===== src/hdl/cmofr_pkg.sv =====
// Constants for the message object tag, mask, length and data page.
// Assumes one clock and an eight-bit register port owned by the core.

package cmofr_pkg;

  // ----------------------------------------------------------------
  // Sizes
  // ----------------------------------------------------------------
  localparam int         MOB_COUNT = 6;
  localparam logic [3:0] MAX_LEN   = 4'h8;

  // ----------------------------------------------------------------
  // Register offsets
  // ----------------------------------------------------------------
  localparam logic [7:0] ADDR_PAGE  = 8'h00;
  localparam logic [7:0] ADDR_STAT  = 8'h01;
  localparam logic [7:0] ADDR_LEN   = 8'h02;
  localparam logic [7:0] ADDR_TAG1  = 8'h03;
  localparam logic [7:0] ADDR_TAG4  = 8'h06;
  localparam logic [7:0] ADDR_MSK1  = 8'h07;
  localparam logic [7:0] ADDR_MSK4  = 8'h0A;
  localparam logic [7:0] ADDR_STML  = 8'h0B;
  localparam logic [7:0] ADDR_STMH  = 8'h0C;
  localparam logic [7:0] ADDR_MSG   = 8'h0D;
  localparam logic [7:0] ADDR_RXEN  = 8'h0E;
  localparam logic [7:0] ADDR_AREP  = 8'h0F;
  localparam logic [7:0] ADDR_ISTAT = 8'h10;
  localparam logic [7:0] ADDR_IMASK = 8'h11;

  // ----------------------------------------------------------------
  // Field positions
  // ----------------------------------------------------------------
  localparam int PAGE_OBJ_LSB  = 4;
  localparam int PAGE_INDEX_AUTOINC_DISABLE_BIT = 3;
  localparam int STAT_WARN_BIT = 7;
  localparam int LEN_FMT_BIT   = 4;
  localparam int TAG_RTR_BIT   = 2;
  localparam int MSK_IDE_BIT   = 0;

  // Compared tag bits: standard 31:21 and 2, extended 31:2.
  localparam logic [31:0] STD_CMP = 32'hFFE0_0004;
  localparam logic [31:0] EXT_CMP = 32'hFFFF_FFFC;

endpackage


===== src/hdl/cmofr_top.sv =====
// Message object page: tag, mask, length, stamp and data of six objects,
// acceptance filtering of received frames and transmit field supply.
// Assumes the protocol engine presents one received frame per rxValid pulse
// and pulses txLoad before it needs the fields of an object.
// Assumes software writes zero to the unused standard tag and mask bits.

`timescale 1ns/1ns

module cmofr_top
  import cmofr_pkg::*;
(
  // Clock and reset
  input  wire logic        clock,
  input  wire logic        rst,
  // Register port
  input  wire logic [7:0]  regAddr,
  input  wire logic [7:0]  regWdata,
  input  wire logic        regWrite,
  input  wire logic        regRead,
  output logic      [7:0]  regRdata,
  // Received frame
  input  wire logic        rxValid,
  input  wire logic [28:0] rxId,
  input  wire logic        rxIde,
  input  wire logic        rxRtr,
  input  wire logic        rxRb1,
  input  wire logic        rxRb0,
  input  wire logic [3:0]  rxLen,
  input  wire logic [63:0] rxData,
  input  wire logic [15:0] rxStamp,
  // Transmit fields
  input  wire logic        txLoad,
  input  wire logic [2:0]  txObj,
  output logic      [31:0] txTag,
  output logic             txIde,
  output logic      [3:0]  txLen,
  output logic      [63:0] txData,
  // Automatic reply request
  output logic             replyReq,
  output logic      [2:0]  replyObj,
  // Interrupt
  output logic             irq
);

  // ----------------------------------------------------------------
  // Functions
  // ----------------------------------------------------------------

  // Length code as a byte count.
  // Only transmit clamps the code, so the warning still sees the raw value.
  function automatic logic [3:0] effLen(input logic [3:0] code);
    effLen = (code > MAX_LEN) ? MAX_LEN : code;
  endfunction

  // Bit position of tag or mask byte k, byte 1 being the top.
  function automatic logic [4:0] bytePos(input logic [7:0] off);
    logic [1:0] k;
    k = off[1:0];
    bytePos = {~k, 3'b000};
  endfunction

  // ----------------------------------------------------------------
  // Storage
  // ----------------------------------------------------------------
  // Object arrays carry no reset and read unknown until written or received.
  // Page, enables and flags do reset, so software starts from a known page.
  logic [31:0] tag_r   [MOB_COUNT];
  logic [31:0] mask_r  [MOB_COUNT];
  logic [3:0]  len_r   [MOB_COUNT];
  logic        fmt_r   [MOB_COUNT];
  logic [15:0] stamp_r [MOB_COUNT];
  logic [63:0] dat_r   [MOB_COUNT];

  // Page select, per-object enables and flags.
  logic [3:0]           pageObj_r;
  logic                 aincDis_r;
  logic [2:0]           pageIdx_r;
  logic [MOB_COUNT-1:0] warn_r;
  logic [MOB_COUNT-1:0] rxEn_r;
  logic [MOB_COUNT-1:0] autoRep_r;
  logic [MOB_COUNT-1:0] iStat_r;
  logic [MOB_COUNT-1:0] iMask_r;
  logic [7:0]           regRdata_r;
  logic [31:0]          txTag_r;
  logic                 txIde_r;
  logic [3:0]           txLen_r;
  logic [63:0]          txData_r;
  logic                 replyReq_r;
  logic [2:0]           replyObj_r;
  logic                 irq_r;

  // ----------------------------------------------------------------
  // Address decoding
  // ----------------------------------------------------------------
  // Object registers are refused while the page names an object past the last.
  wire logic [2:0] selIdx = pageObj_r[2:0];
  wire logic       selOk  = (pageObj_r < 4'(MOB_COUNT));

  wire logic isTag = (regAddr >= ADDR_TAG1) && (regAddr <= ADDR_TAG4);
  wire logic isMsk = (regAddr >= ADDR_MSK1) && (regAddr <= ADDR_MSK4);
  wire logic [7:0] tagOff = regAddr - ADDR_TAG1;
  wire logic [7:0] mskOff = regAddr - ADDR_MSK1;
  wire logic [4:0] tagPos = bytePos(tagOff);
  wire logic [4:0] mskPos = bytePos(mskOff);
  wire logic [5:0] msgPos = {pageIdx_r, 3'b000};

  // Write and read strokes, each qualified by its address.
  wire logic wrPage = regWrite && (regAddr == ADDR_PAGE);
  wire logic wrStat = regWrite && (regAddr == ADDR_STAT) && selOk;
  wire logic wrLen  = regWrite && (regAddr == ADDR_LEN) && selOk;
  wire logic wrTag  = regWrite && isTag && selOk;
  wire logic wrMsk  = regWrite && isMsk && selOk;
  wire logic wrMsg  = regWrite && (regAddr == ADDR_MSG) && selOk;
  wire logic rdMsg  = regRead && (regAddr == ADDR_MSG) && selOk;
  wire logic wrRxEn = regWrite && (regAddr == ADDR_RXEN);
  wire logic wrARep = regWrite && (regAddr == ADDR_AREP);
  wire logic wrIStt = regWrite && (regAddr == ADDR_ISTAT);
  wire logic wrIMsk = regWrite && (regAddr == ADDR_IMASK);

  // ----------------------------------------------------------------
  // Acceptance filter
  // ----------------------------------------------------------------

  // Received frame laid out as a tag word.
  // Standard frames load the unused bits with zero, so a received tag can be
  // sent again without software tidying it first.
  wire logic [31:0] rxWordExt = {rxId, rxRtr, rxRb1, rxRb0};
  wire logic [31:0] rxWordStd = {rxId[10:0], 18'h0, rxRtr, 1'b0, rxRb0};
  wire logic [31:0] rxWord    = rxIde ? rxWordExt : rxWordStd;

  logic [MOB_COUNT-1:0] hit;

  genvar g;
  generate
    for (g = 0; g < MOB_COUNT; g++) begin : gFilt
      // Standard layout leaves bits 20:3, 1 and 0 out of the compare.
      // The format bit is compared apart, under the mask's extension bit.
      wire logic [31:0] cmp  = fmt_r[g] ? EXT_CMP : STD_CMP;
      wire logic [31:0] diff = (rxWord ^ tag_r[g]) & mask_r[g] & cmp;
      wire logic fmtBad = mask_r[g][MSK_IDE_BIT] && (rxIde != fmt_r[g]);
      assign hit[g] = rxEn_r[g] && (diff == 32'h0) && !fmtBad;
    end
  endgenerate

  // The lowest object index takes the frame.
  // Scanning downwards lets the lowest hit overwrite every higher one.
  logic [2:0] win;
  always_comb begin
    win = 3'h0;
    for (int i = MOB_COUNT - 1; i >= 0; i--) begin
      if (hit[i]) begin
        win = 3'(i);
      end
    end
  end

  // Only the winning object may answer a remote frame.
  wire logic rxTake = rxValid && (hit != '0);
  wire logic doRep  = rxTake && rxRtr && autoRep_r[win];

  // The request bit is dropped from the stored tag for an object that will answer itself.
  wire logic [31:0] rxStore = doRep ?
                              (rxWord & ~(32'h1 << TAG_RTR_BIT)) : rxWord;

  // ----------------------------------------------------------------
  // Object storage, no reset
  // ----------------------------------------------------------------

  // A frame landing in the selected object wins over a software write.
  // Software sees the reception in the status flag and may rewrite the field.
  always_ff @(posedge clock) begin
    for (int i = 0; i < MOB_COUNT; i++) begin
      if (rxTake && (win == 3'(i))) begin
        tag_r[i]   <= rxStore;
        fmt_r[i]   <= rxIde;
        len_r[i]   <= rxLen;
        stamp_r[i] <= rxStamp;
        dat_r[i]   <= rxData;
      end else if (selIdx == 3'(i)) begin
        if (wrTag) begin
          tag_r[i][tagPos +: 8] <= regWdata;
        end
        if (wrLen) begin
          len_r[i] <= regWdata[3:0];
          fmt_r[i] <= regWdata[LEN_FMT_BIT];
        end
        if (wrMsg) begin
          dat_r[i][msgPos +: 8] <= regWdata;
        end
      end
    end
  end

  // Reception never loads the mask, so software owns it outright.
  always_ff @(posedge clock) begin
    for (int i = 0; i < MOB_COUNT; i++) begin
      if (wrMsk && (selIdx == 3'(i))) begin
        mask_r[i][mskPos +: 8] <= regWdata;
      end
    end
  end

  // ----------------------------------------------------------------
  // Page select and byte index
  // ----------------------------------------------------------------
  // A page write loads the index; unless the page write set the disable bit, each data
  // byte access then steps it, and the three-bit counter wraps from seven back to zero by itself.
  wire logic idxStep = (wrMsg || rdMsg) && !aincDis_r;

  always_ff @(posedge clock or posedge rst) begin
    if (rst) begin
      pageObj_r <= 4'h0;
      aincDis_r <= 1'b0;
      pageIdx_r <= 3'h0;
    end else if (wrPage) begin
      pageObj_r <= regWdata[7:PAGE_OBJ_LSB];
      aincDis_r <= regWdata[PAGE_INDEX_AUTOINC_DISABLE_BIT];
      pageIdx_r <= regWdata[2:0];
    end else if (idxStep) begin
      pageIdx_r <= pageIdx_r + 3'h1;
    end
  end

  // ----------------------------------------------------------------
  // Sticky flags and interrupt
  // ----------------------------------------------------------------
  logic [MOB_COUNT-1:0] warnSet;
  logic [MOB_COUNT-1:0] takeSet;
  logic [MOB_COUNT-1:0] warnClr;

  generate
    for (g = 0; g < MOB_COUNT; g++) begin : gFlag
      wire logic mine = rxTake && (win == 3'(g));
      assign takeSet[g] = mine;
      // Raw codes are compared, so nine against eight still warns.
      assign warnSet[g] = mine && (rxLen != len_r[g]);
      assign warnClr[g] = wrStat && (selIdx == 3'(g)) && regWdata[STAT_WARN_BIT];
    end
  endgenerate

  // Set wins over a clear in the same cycle, so an event is never lost to a
  // clear that software issued for an older one.
  wire logic [MOB_COUNT-1:0] warnNxt = (warn_r & ~warnClr) | warnSet;
  wire logic [MOB_COUNT-1:0] iClr    = wrIStt ? regWdata[MOB_COUNT-1:0] : '0;
  wire logic [MOB_COUNT-1:0] iStatNxt = (iStat_r & ~iClr) | takeSet;
  wire logic [MOB_COUNT-1:0] iMaskNxt = wrIMsk ? regWdata[MOB_COUNT-1:0] : iMask_r;

  always_ff @(posedge clock or posedge rst) begin
    if (rst) begin
      warn_r  <= '0;
      iStat_r <= '0;
      iMask_r <= '0;
      irq_r   <= 1'b0;
    end else begin
      warn_r  <= warnNxt;
      iStat_r <= iStatNxt;
      iMask_r <= iMaskNxt;
      // Built from the next values, the interrupt moves on the same edge as its flag.
      irq_r   <= (iStatNxt & iMaskNxt) != '0;
    end
  end

  // Receive and reply enables start closed, so no frame lands before setup.
  always_ff @(posedge clock or posedge rst) begin
    if (rst) begin
      rxEn_r    <= '0;
      autoRep_r <= '0;
    end else begin
      if (wrRxEn) begin
        rxEn_r <= regWdata[MOB_COUNT-1:0];
      end
      if (wrARep) begin
        autoRep_r <= regWdata[MOB_COUNT-1:0];
      end
    end
  end

  // ----------------------------------------------------------------
  // Read data
  // ----------------------------------------------------------------
  // Read data stand one cycle and are zero otherwise, so a stale byte cannot
  // pass for an answer.
  logic [7:0] rdNxt;
  wire logic [31:0] selTag = tag_r[selIdx];
  wire logic [31:0] selMsk = mask_r[selIdx];
  wire logic [15:0] selStm = stamp_r[selIdx];
  wire logic [63:0] selDat = dat_r[selIdx];

  always_comb begin
    rdNxt = 8'h00;
    if (regAddr == ADDR_PAGE) begin
      rdNxt = {pageObj_r, aincDis_r, pageIdx_r};
    end else if (regAddr == ADDR_RXEN) begin
      rdNxt = 8'(rxEn_r);
    end else if (regAddr == ADDR_AREP) begin
      rdNxt = 8'(autoRep_r);
    end else if (regAddr == ADDR_ISTAT) begin
      rdNxt = 8'(iStat_r);
    end else if (regAddr == ADDR_IMASK) begin
      rdNxt = 8'(iMask_r);
    end else if (!selOk) begin
      rdNxt = 8'h00;
    end else if (regAddr == ADDR_STAT) begin
      rdNxt = {warn_r[selIdx], 7'h00};
    end else if (regAddr == ADDR_LEN) begin
      rdNxt = {3'h0, fmt_r[selIdx], len_r[selIdx]};
    end else if (isTag) begin
      rdNxt = selTag[tagPos +: 8];
    end else if (isMsk) begin
      rdNxt = selMsk[mskPos +: 8];
    end else if (regAddr == ADDR_STML) begin
      rdNxt = selStm[7:0];
    end else if (regAddr == ADDR_STMH) begin
      rdNxt = selStm[15:8];
    end else if (regAddr == ADDR_MSG) begin
      rdNxt = selDat[msgPos +: 8];
    end
  end

  always_ff @(posedge clock or posedge rst) begin
    if (rst) begin
      regRdata_r <= 8'h00;
    end else begin
      regRdata_r <= regRead ? rdNxt : 8'h00;
    end
  end

  // ----------------------------------------------------------------
  // Transmit fields and automatic reply
  // ----------------------------------------------------------------
  // An object number past the last leaves the transmit fields as they were.
  wire logic txOk = txLoad && (txObj < 3'(MOB_COUNT));

  // A load copies one object whole, so the fields sent always belong together.
  always_ff @(posedge clock or posedge rst) begin
    if (rst) begin
      txTag_r  <= 32'h0;
      txIde_r  <= 1'b0;
      txLen_r  <= 4'h0;
      txData_r <= 64'h0;
    end else if (txOk) begin
      txTag_r  <= tag_r[txObj];
      txIde_r  <= fmt_r[txObj];
      txLen_r  <= effLen(len_r[txObj]);
      txData_r <= dat_r[txObj];
    end
  end

  always_ff @(posedge clock or posedge rst) begin
    if (rst) begin
      replyReq_r <= 1'b0;
      replyObj_r <= 3'h0;
    end else begin
      replyReq_r <= doRep;
      // The object number holds after the pulse so the engine may fetch it late.
      replyObj_r <= doRep ? win : replyObj_r;
    end
  end

  // ----------------------------------------------------------------
  // Outputs
  // ----------------------------------------------------------------
  // Every output is a register copy; nothing combinational reaches a pin.
  assign regRdata = regRdata_r;
  assign txTag    = txTag_r;
  assign txIde    = txIde_r;
  assign txLen    = txLen_r;
  assign txData   = txData_r;
  assign replyReq = replyReq_r;
  assign replyObj = replyObj_r;
  assign irq      = irq_r;

endmodule


===== config.mk =====
export PLATFORM = sky130hd
export DESIGN_NAME = cmofr_top
export DESIGN_NICKNAME = d
export VERILOG_FILES = /design/src/hdl/cmofr_pkg.sv /design/src/hdl/cmofr_top.sv
export SDC_FILE = /design/constraint.sdc
export NUM_CORES = 2
export LEC_CHECK = 0
export BUFFER_PORTS_ARGS = -buffer_cell sky130_fd_sc_hd__buf_4
export CAP_MARGIN = 25
export CORE_MARGIN = 8
export CORE_UTILIZATION = 45
export DETAILED_ROUTE_END_ITERATION = 16
export MAX_ROUTING_LAYER = met4
export PLACE_DENSITY = 0.72
export SLEW_MARGIN = 30
export SYNTH_ARGS = -nofsm -noshare
export SYNTH_HDL_FRONTEND = slang
export SYNTH_SLANG_ARGS = --single-unit

===== constraint.sdc =====
create_clock -name clock -period 6.1 [get_ports clock]
set_input_delay 0.305 -clock clock [delete_from_list [all_inputs] [get_ports clock]]
set_output_delay 0.305 -clock clock [all_outputs]
set_load 0.05 [all_outputs]

Word level (Yosys, flattened, before mapping)

Memories as Yosys holds them, arrays and structs flattened. A register that Yosys moved wholly into a read port is not among the register bits.
Index checks and enable logic that the tools add are counted.

Bits in registers: 55
RAM bits: 894
Input port bits: 142
Output and inout bits: 114
Word-level logic and storage cells: 1527
Memories kept: 6

$add $sub $neg: 6
Magnitude comparators: 9
Eq/ne operators: 31
Shifts and indexed selects: 9
Multiplexer cells: 736
Bitwise gates (word level): 615
Reduce and logical (&&, ||, !) cells: 102

Memories:

| name    | depth | width | read ports | clocked after memory_dff | wr ports | line            | text |
|---|---|---|---|---|---|---|---|
| dat_r   | 6     | 64    | 2          | 1                        | 6        | cmofr_top.sv:72 | `logic [63:0] dat_r [MOB_COUNT];` |
| mask_r  | 6     | 32    | 7          | 0                        | 1        | cmofr_top.sv:68 | `logic [31:0] mask_r [MOB_COUNT];` |
| tag_r   | 6     | 32    | 8          | 1                        | 6        | cmofr_top.sv:67 | `logic [31:0] tag_r [MOB_COUNT];` |
| stamp_r | 6     | 16    | 1          | 0                        | 1        | cmofr_top.sv:71 | `logic [15:0] stamp_r [MOB_COUNT];` |
| len_r   | 6     | 4     | 8          | 0                        | 6        | cmofr_top.sv:69 | `logic [3:0] len_r [MOB_COUNT];` |
| fmt_r   | 6     | 1     | 8          | 1                        | 6        | cmofr_top.sv:70 | `logic fmt_r [MOB_COUNT];` |

Operator list:

| kind                                                  | number |
|---|---|
| two-way mux 32 bit                                    | 23 |
| two-way mux 1 bit                                     | 652 |
| OR 1 bit                                              | 588 |
| AND 32 bit                                            | 12 |
| two-way mux 64 bit                                    | 6 |
| logical NOT 32 bit                                    | 6 |
| bitwise XOR 32 bit                                    | 6 |
| OR reduction 32 bit                                   | 5 |
| two-way mux 21 bit                                    | 6 |
| two-way mux 8 bit                                     | 14 |
| two-way mux 16 bit                                    | 5 |
| OR reduction 16 bit                                   | 5 |
| logical AND 1 bit                                     | 72 |
| variable shift 8 x 7 -> 32 bit (first input constant) | 2 |
| variable shift 8 x 8 -> 64 bit (first input constant) | 1 |
| variable part select 32 x 6 -> 8 bit                  | 2 |
| variable part select 64 x 7 -> 8 bit                  | 1 |
| variable part select 8 x 7 -> 32 bit                  | 2 |
| variable part select 8 x 8 -> 64 bit                  | 1 |
| two-way mux 3 bit                                     | 19 |
| equality test 8 x 4 -> 1 bit (second input constant)  | 5 |
| two-way mux 4 bit                                     | 7 |
| != test 4 bit                                         | 6 |
| AND 6 bit                                             | 3 |
| other kinds (30)                                      | 59 |

Depth between registers and ports, before layout

Word-level depth: 23
Mapped depth: 16
Gate-level depth less buffers: 11

Worst setup path after synthesis

Ideal clock, no wire load.

Path type: input-to-reg
From: input port regAddr[0]
To: register regRdata_r[4] (netlist: regRdata[4])
Library setup time: 0.126 ns
Arrival time: 4.413 ns
Data required time: 5.974 ns
Slack: 1.561 ns
Cell stages on the path: 15
Buffers on the path: 6
Path through: clkbuf_1 > clkinv_1 > buf_1 > clkbuf_1 > ha_1 > clkbuf_1 > clkbuf_1 > clkbuf_1 > mux4_2 > o211ai_1 > nor2_1 > a21oi_1 > o2111ai_1 > a221oi_1 > nor2_1

Longest elaborated chain between the ends: 15
Elaborated cells between the ends (all ways): 36

RTL lines:

| element                                                                   | line             | text |
|---|---|---|
| start: declaration                                                        | cmofr_top.sv:16  | `input wire logic [7:0] regAddr,` |
| parallel branches: the longest is 13 deep, another holds subtractor 2 bit | n/a              |  |
| two-way mux 8 bit (*)                                                     | cmofr_top.sv:291 | `if (regAddr == ADDR_PAGE) begin` |
| two-way mux 8 bit (*)                                                     | cmofr_top.sv:324 | `regRdata_r <= regRead ? rdNxt : 8'h00;` |
| end signal: assignment                                                    | cmofr_top.sv:324 |  |
| end: declaration                                                          | cmofr_top.sv:83  | `logic [7:0] regRdata_r;` |

Mark *: on every way between the ends.
A chain may end at the register's enable or synchronous reset.

==> impl_metrics.ini <==
[status]
outcome = complete, no violations

[placement]
globalplace.congestion = 1.06
dp.final_hpwl_um = 154000
io_buffers = 255

[grt]
grt.total_usage = 0.302
grt_max_degree = 130
grt_pass1_wl_um = 301000
grt-ovfl-total = 0
grt_pass1_vias = 40100
antenna_found_initial = 41

[setup_path]
endpoint_kind = flop
r2r_end = regRdata[7]$_DFF_PP0_
crit_arrival_ns = 5.10
worstSetupStartpoint = rxIde
crit_path_start_kind = input port
reg2reg_depth = 11
rrSetupSlack_ns = 1.73
critPathKind = in -> reg
path_max_fanout = 44
crit_path_end = dat_r[5][9]$_DFFE_PP_
cp.required_ns = 6.59
r2r-start = pageObj_r[0]$_DFFE_PP0P_

[finish]
nNetsFinal = 4498
drive_above_1_share = 0.325
layout_commonest_cell = edfxtp_1
fillCellCount = 10600
area_growth_pct = 14.3
final_cell_mix = 894 x edfxtp_1, 392 x mux2_2, 391 x nand2_1

[logic_synthesis]
synth_area_um2 = 57900
ys_ff_latch = 1046
synth_nets = 4232
yosys_warnings = 0
synthTopCellsByArea = edfxtp_1 46%, mux4_2 13%, mux2_2 7.6%, dfrtp_1 6.6%, mux2i_1 5.2%
synthDistinctLibCells = 94
ys.flop_type = edfxtp_1
seq_area_frac_synth = 0.529
synth.largest_area_cell = edfxtp_1
synth_cells = 4076
synthArstFlopShare = 0.145
synth_edf_count = 894
synth_area_per_cell_um2 = 14.2
yosys.area.top_type_share = 0.464

[power]
power_frac_seq = 0.456
clkPwrFrac = 0.405
sw_frac_of_total = 0.271
p_int_w = 0.0127
powerDensity_nw_per_um2 = 263
power_frac_comb = 0.139
power_switching_w = 0.00472
fin_total_pwr_w = 0.0174
peakVddDrop_v = 0.000218
power.leakage_nw = 23.4

[detailed_routing]
routedWlPerCell_um = 34.7
ant_nets = 0
drt_wl_total_um = 213000
drc = 0
vias = 41200
drt-pass1-iter-count = 6
first_iter_violations = 6387
vias_per_cell = 6.72

[clocking]
cts_buffers = 111
cts_tree = yes
ctsResizeCount = 0
worstSkewPairLatency_ns = 0.77
clock_sinks = 1046
clockBufferDepth = 3
htree_levels = 3
clock-root-buffer = clkbuf_16
clk_pin_slew_ns = 0.07

[floorplanning]
ios = 256
core_um2 = 128000
start_util = 0.453
die_area_um2 = 140000
row_count = 131
die_width_um = 375
die_height_um = 375

[worst_hold_path]
hold_depth = 3
holdCritPathClass = in -> reg

[timing]
tns_ns = 0
fmax_mhz = 217
hold_violations = 0
fin_crit_ns = 4.62
rsz0062_at_grt = no
setup_viol = 0
tightest_slew_ns = 1.08
fin_skew_ns = 0.0441
fin_crit_sh = 0.757
slew_viol_final = 0
max_slew_margin = 0.275

[job]
max_cap_violations = 0
[metrics by stage]
stage / hold WS, ns / util / cells / cell area (um^2) / setup slack [ns]
after floorplan: 0.404 / - / 4076 / 57900 / 1.56
after global placement: 0.465 / 0.481 / 5801 / 61400 / 1.08
after detailed placement: 0.472 / 0.481 / 5801 / 61500 / 0.978
after CTS: 0.0524 / 0.518 / 6100 / 66100 / 1.77
after global routing: 0.101 / 0.518 / 6128 / 66200 / 1.40
final: 0.0901 / 0.518 / 6134 / 66200 / 1.48
[flip-flops by register name, indices dropped and copies added, names as in the netlist, 8 cells and up]
| signal | flops |
|---|---|
| dat_r | 384 |
| len_r | 24 |
| mask_r | 192 |
| regRdata | 8 |
| stamp_r | 96 |
| tag_r | 192 |
| txData | 64 |
| txTag | 32 |
[critical path: stages]
cell,delay (ns)
buf_4,0.68
buf_4,0.42
mux2i_4,0.55
mux2i_1,0.18
a2111oi_0,0.63
nand4_1,0.25
inv_1,0.18
a2bb2oi_2,0.13
nand4_4,0.12
nand2b_2,0.48
or3_1,0.72
mux2_2,0.34
[cell usage after synthesis, types with 11 or more instances]
master	number
a21oi_1	46
a22o_1	26
a22oi_1	65
a31oi_1	13
and2_1	37
and3_1	25
buf_1	62
buf_2	49
buf_4	28
buf_6	19
clkbuf_1	153
dfrtp_1	152
edfxtp_1	894
ha_1	14
inv_1	52
mux2_2	392
mux2_4	44
mux2i_1	301
mux2i_4	11
mux4_2	339
nand2_1	393
nand2b_1	18
nand3_1	34
nand4_1	23
nor2_1	91
nor2b_1	11
nor3_1	11
nor3_4	11
nor4_1	16
o21ai_0	305
o21bai_1	13
o221ai_1	14
o22ai_1	39
or2_2	11
or3_1	12
xnor2_1	163
xor2_1	38
[what timing repair did]
action                                 4_1_cts  5_1_grt
hold buffers                                90        0
endpoints found under the hold margin      614        0
setup buffers                                0        0
[worst min path at each step]
| stage | from | endpoint | slack, ns |
|---|---|---|---|
| after floorplan | rxStamp[0] | stamp_r[0][0]$_DFFE_PP_ | 0.40 |
| after global placement | txTag[24]$_DFFE_PP0P_ | txTag[24]$_DFFE_PP0P_ | 0.46 |
| after detailed placement | txData[51]$_DFFE_PP0P_ | txData[51]$_DFFE_PP0P_ | 0.47 |
| after CTS | rxId[10] | tag_r[2][13]$_DFFE_PP_ | 0.05 |
| after global routing | rxId[10] | tag_r[2][13]$_DFFE_PP_ | 0.10 |
| final | rxId[10] | tag_r[5][13]$_DFFE_PP_ | 0.09 |
[power groups by stage]
stage                     registers (W)  logic [W]  clock network (W)
after floorplan                 0.00837    0.00117                  0
after global placement          0.00810    0.00228                  0
after detailed placement        0.00810    0.00231                  0
after CTS                       0.00795    0.00237            0.00708
after global routing            0.00796    0.00251            0.00733
final                           0.00795    0.00241            0.00706
[metal layers]
| metal | part of all wire | wire, um | global-route usage | up-vias |
|---|---|---|---|---|
| met1 | 0.38 | 80000 | 0.398 | 21200 |
| met4 | 0.045 | 9510 | 0.119 | 0 |
| li1 | - | - | - | 16500 |
| met3 | 0.14 | 30500 | 0.101 | 489 |
| met5 | 0 | 0 | - | - |
| met2 | 0.44 | 92700 | 0.432 | 3088 |
[final cells by class]
cell class              count  area [um^2]  share of cell area
flip-flops and latches   1046        30700               0.463
multi-input cells        2658        25600               0.386
repair buffers            470         3840              0.0581
clock buffers             146         3090              0.0467
well taps                1662         2080              0.0314
clock inverters            63          647             0.00977
inverters                  55          216             0.00327
diodes                     34         85.1             0.00129
[cells by family after synthesis]
kind of cell,Yosys count,share of synthesized area
muxes,1094,0.277
and+or+nand+nor,749,0.0653
adders and majority gates,14,0.00303
DFF,1046,0.529
xor gates and xnor gates,201,0.0304
buffers and inverters,372,0.0301
AOI/OAI and AO/OA,600,0.0645
Note: power is estimated with default switching activity, not from simulation.
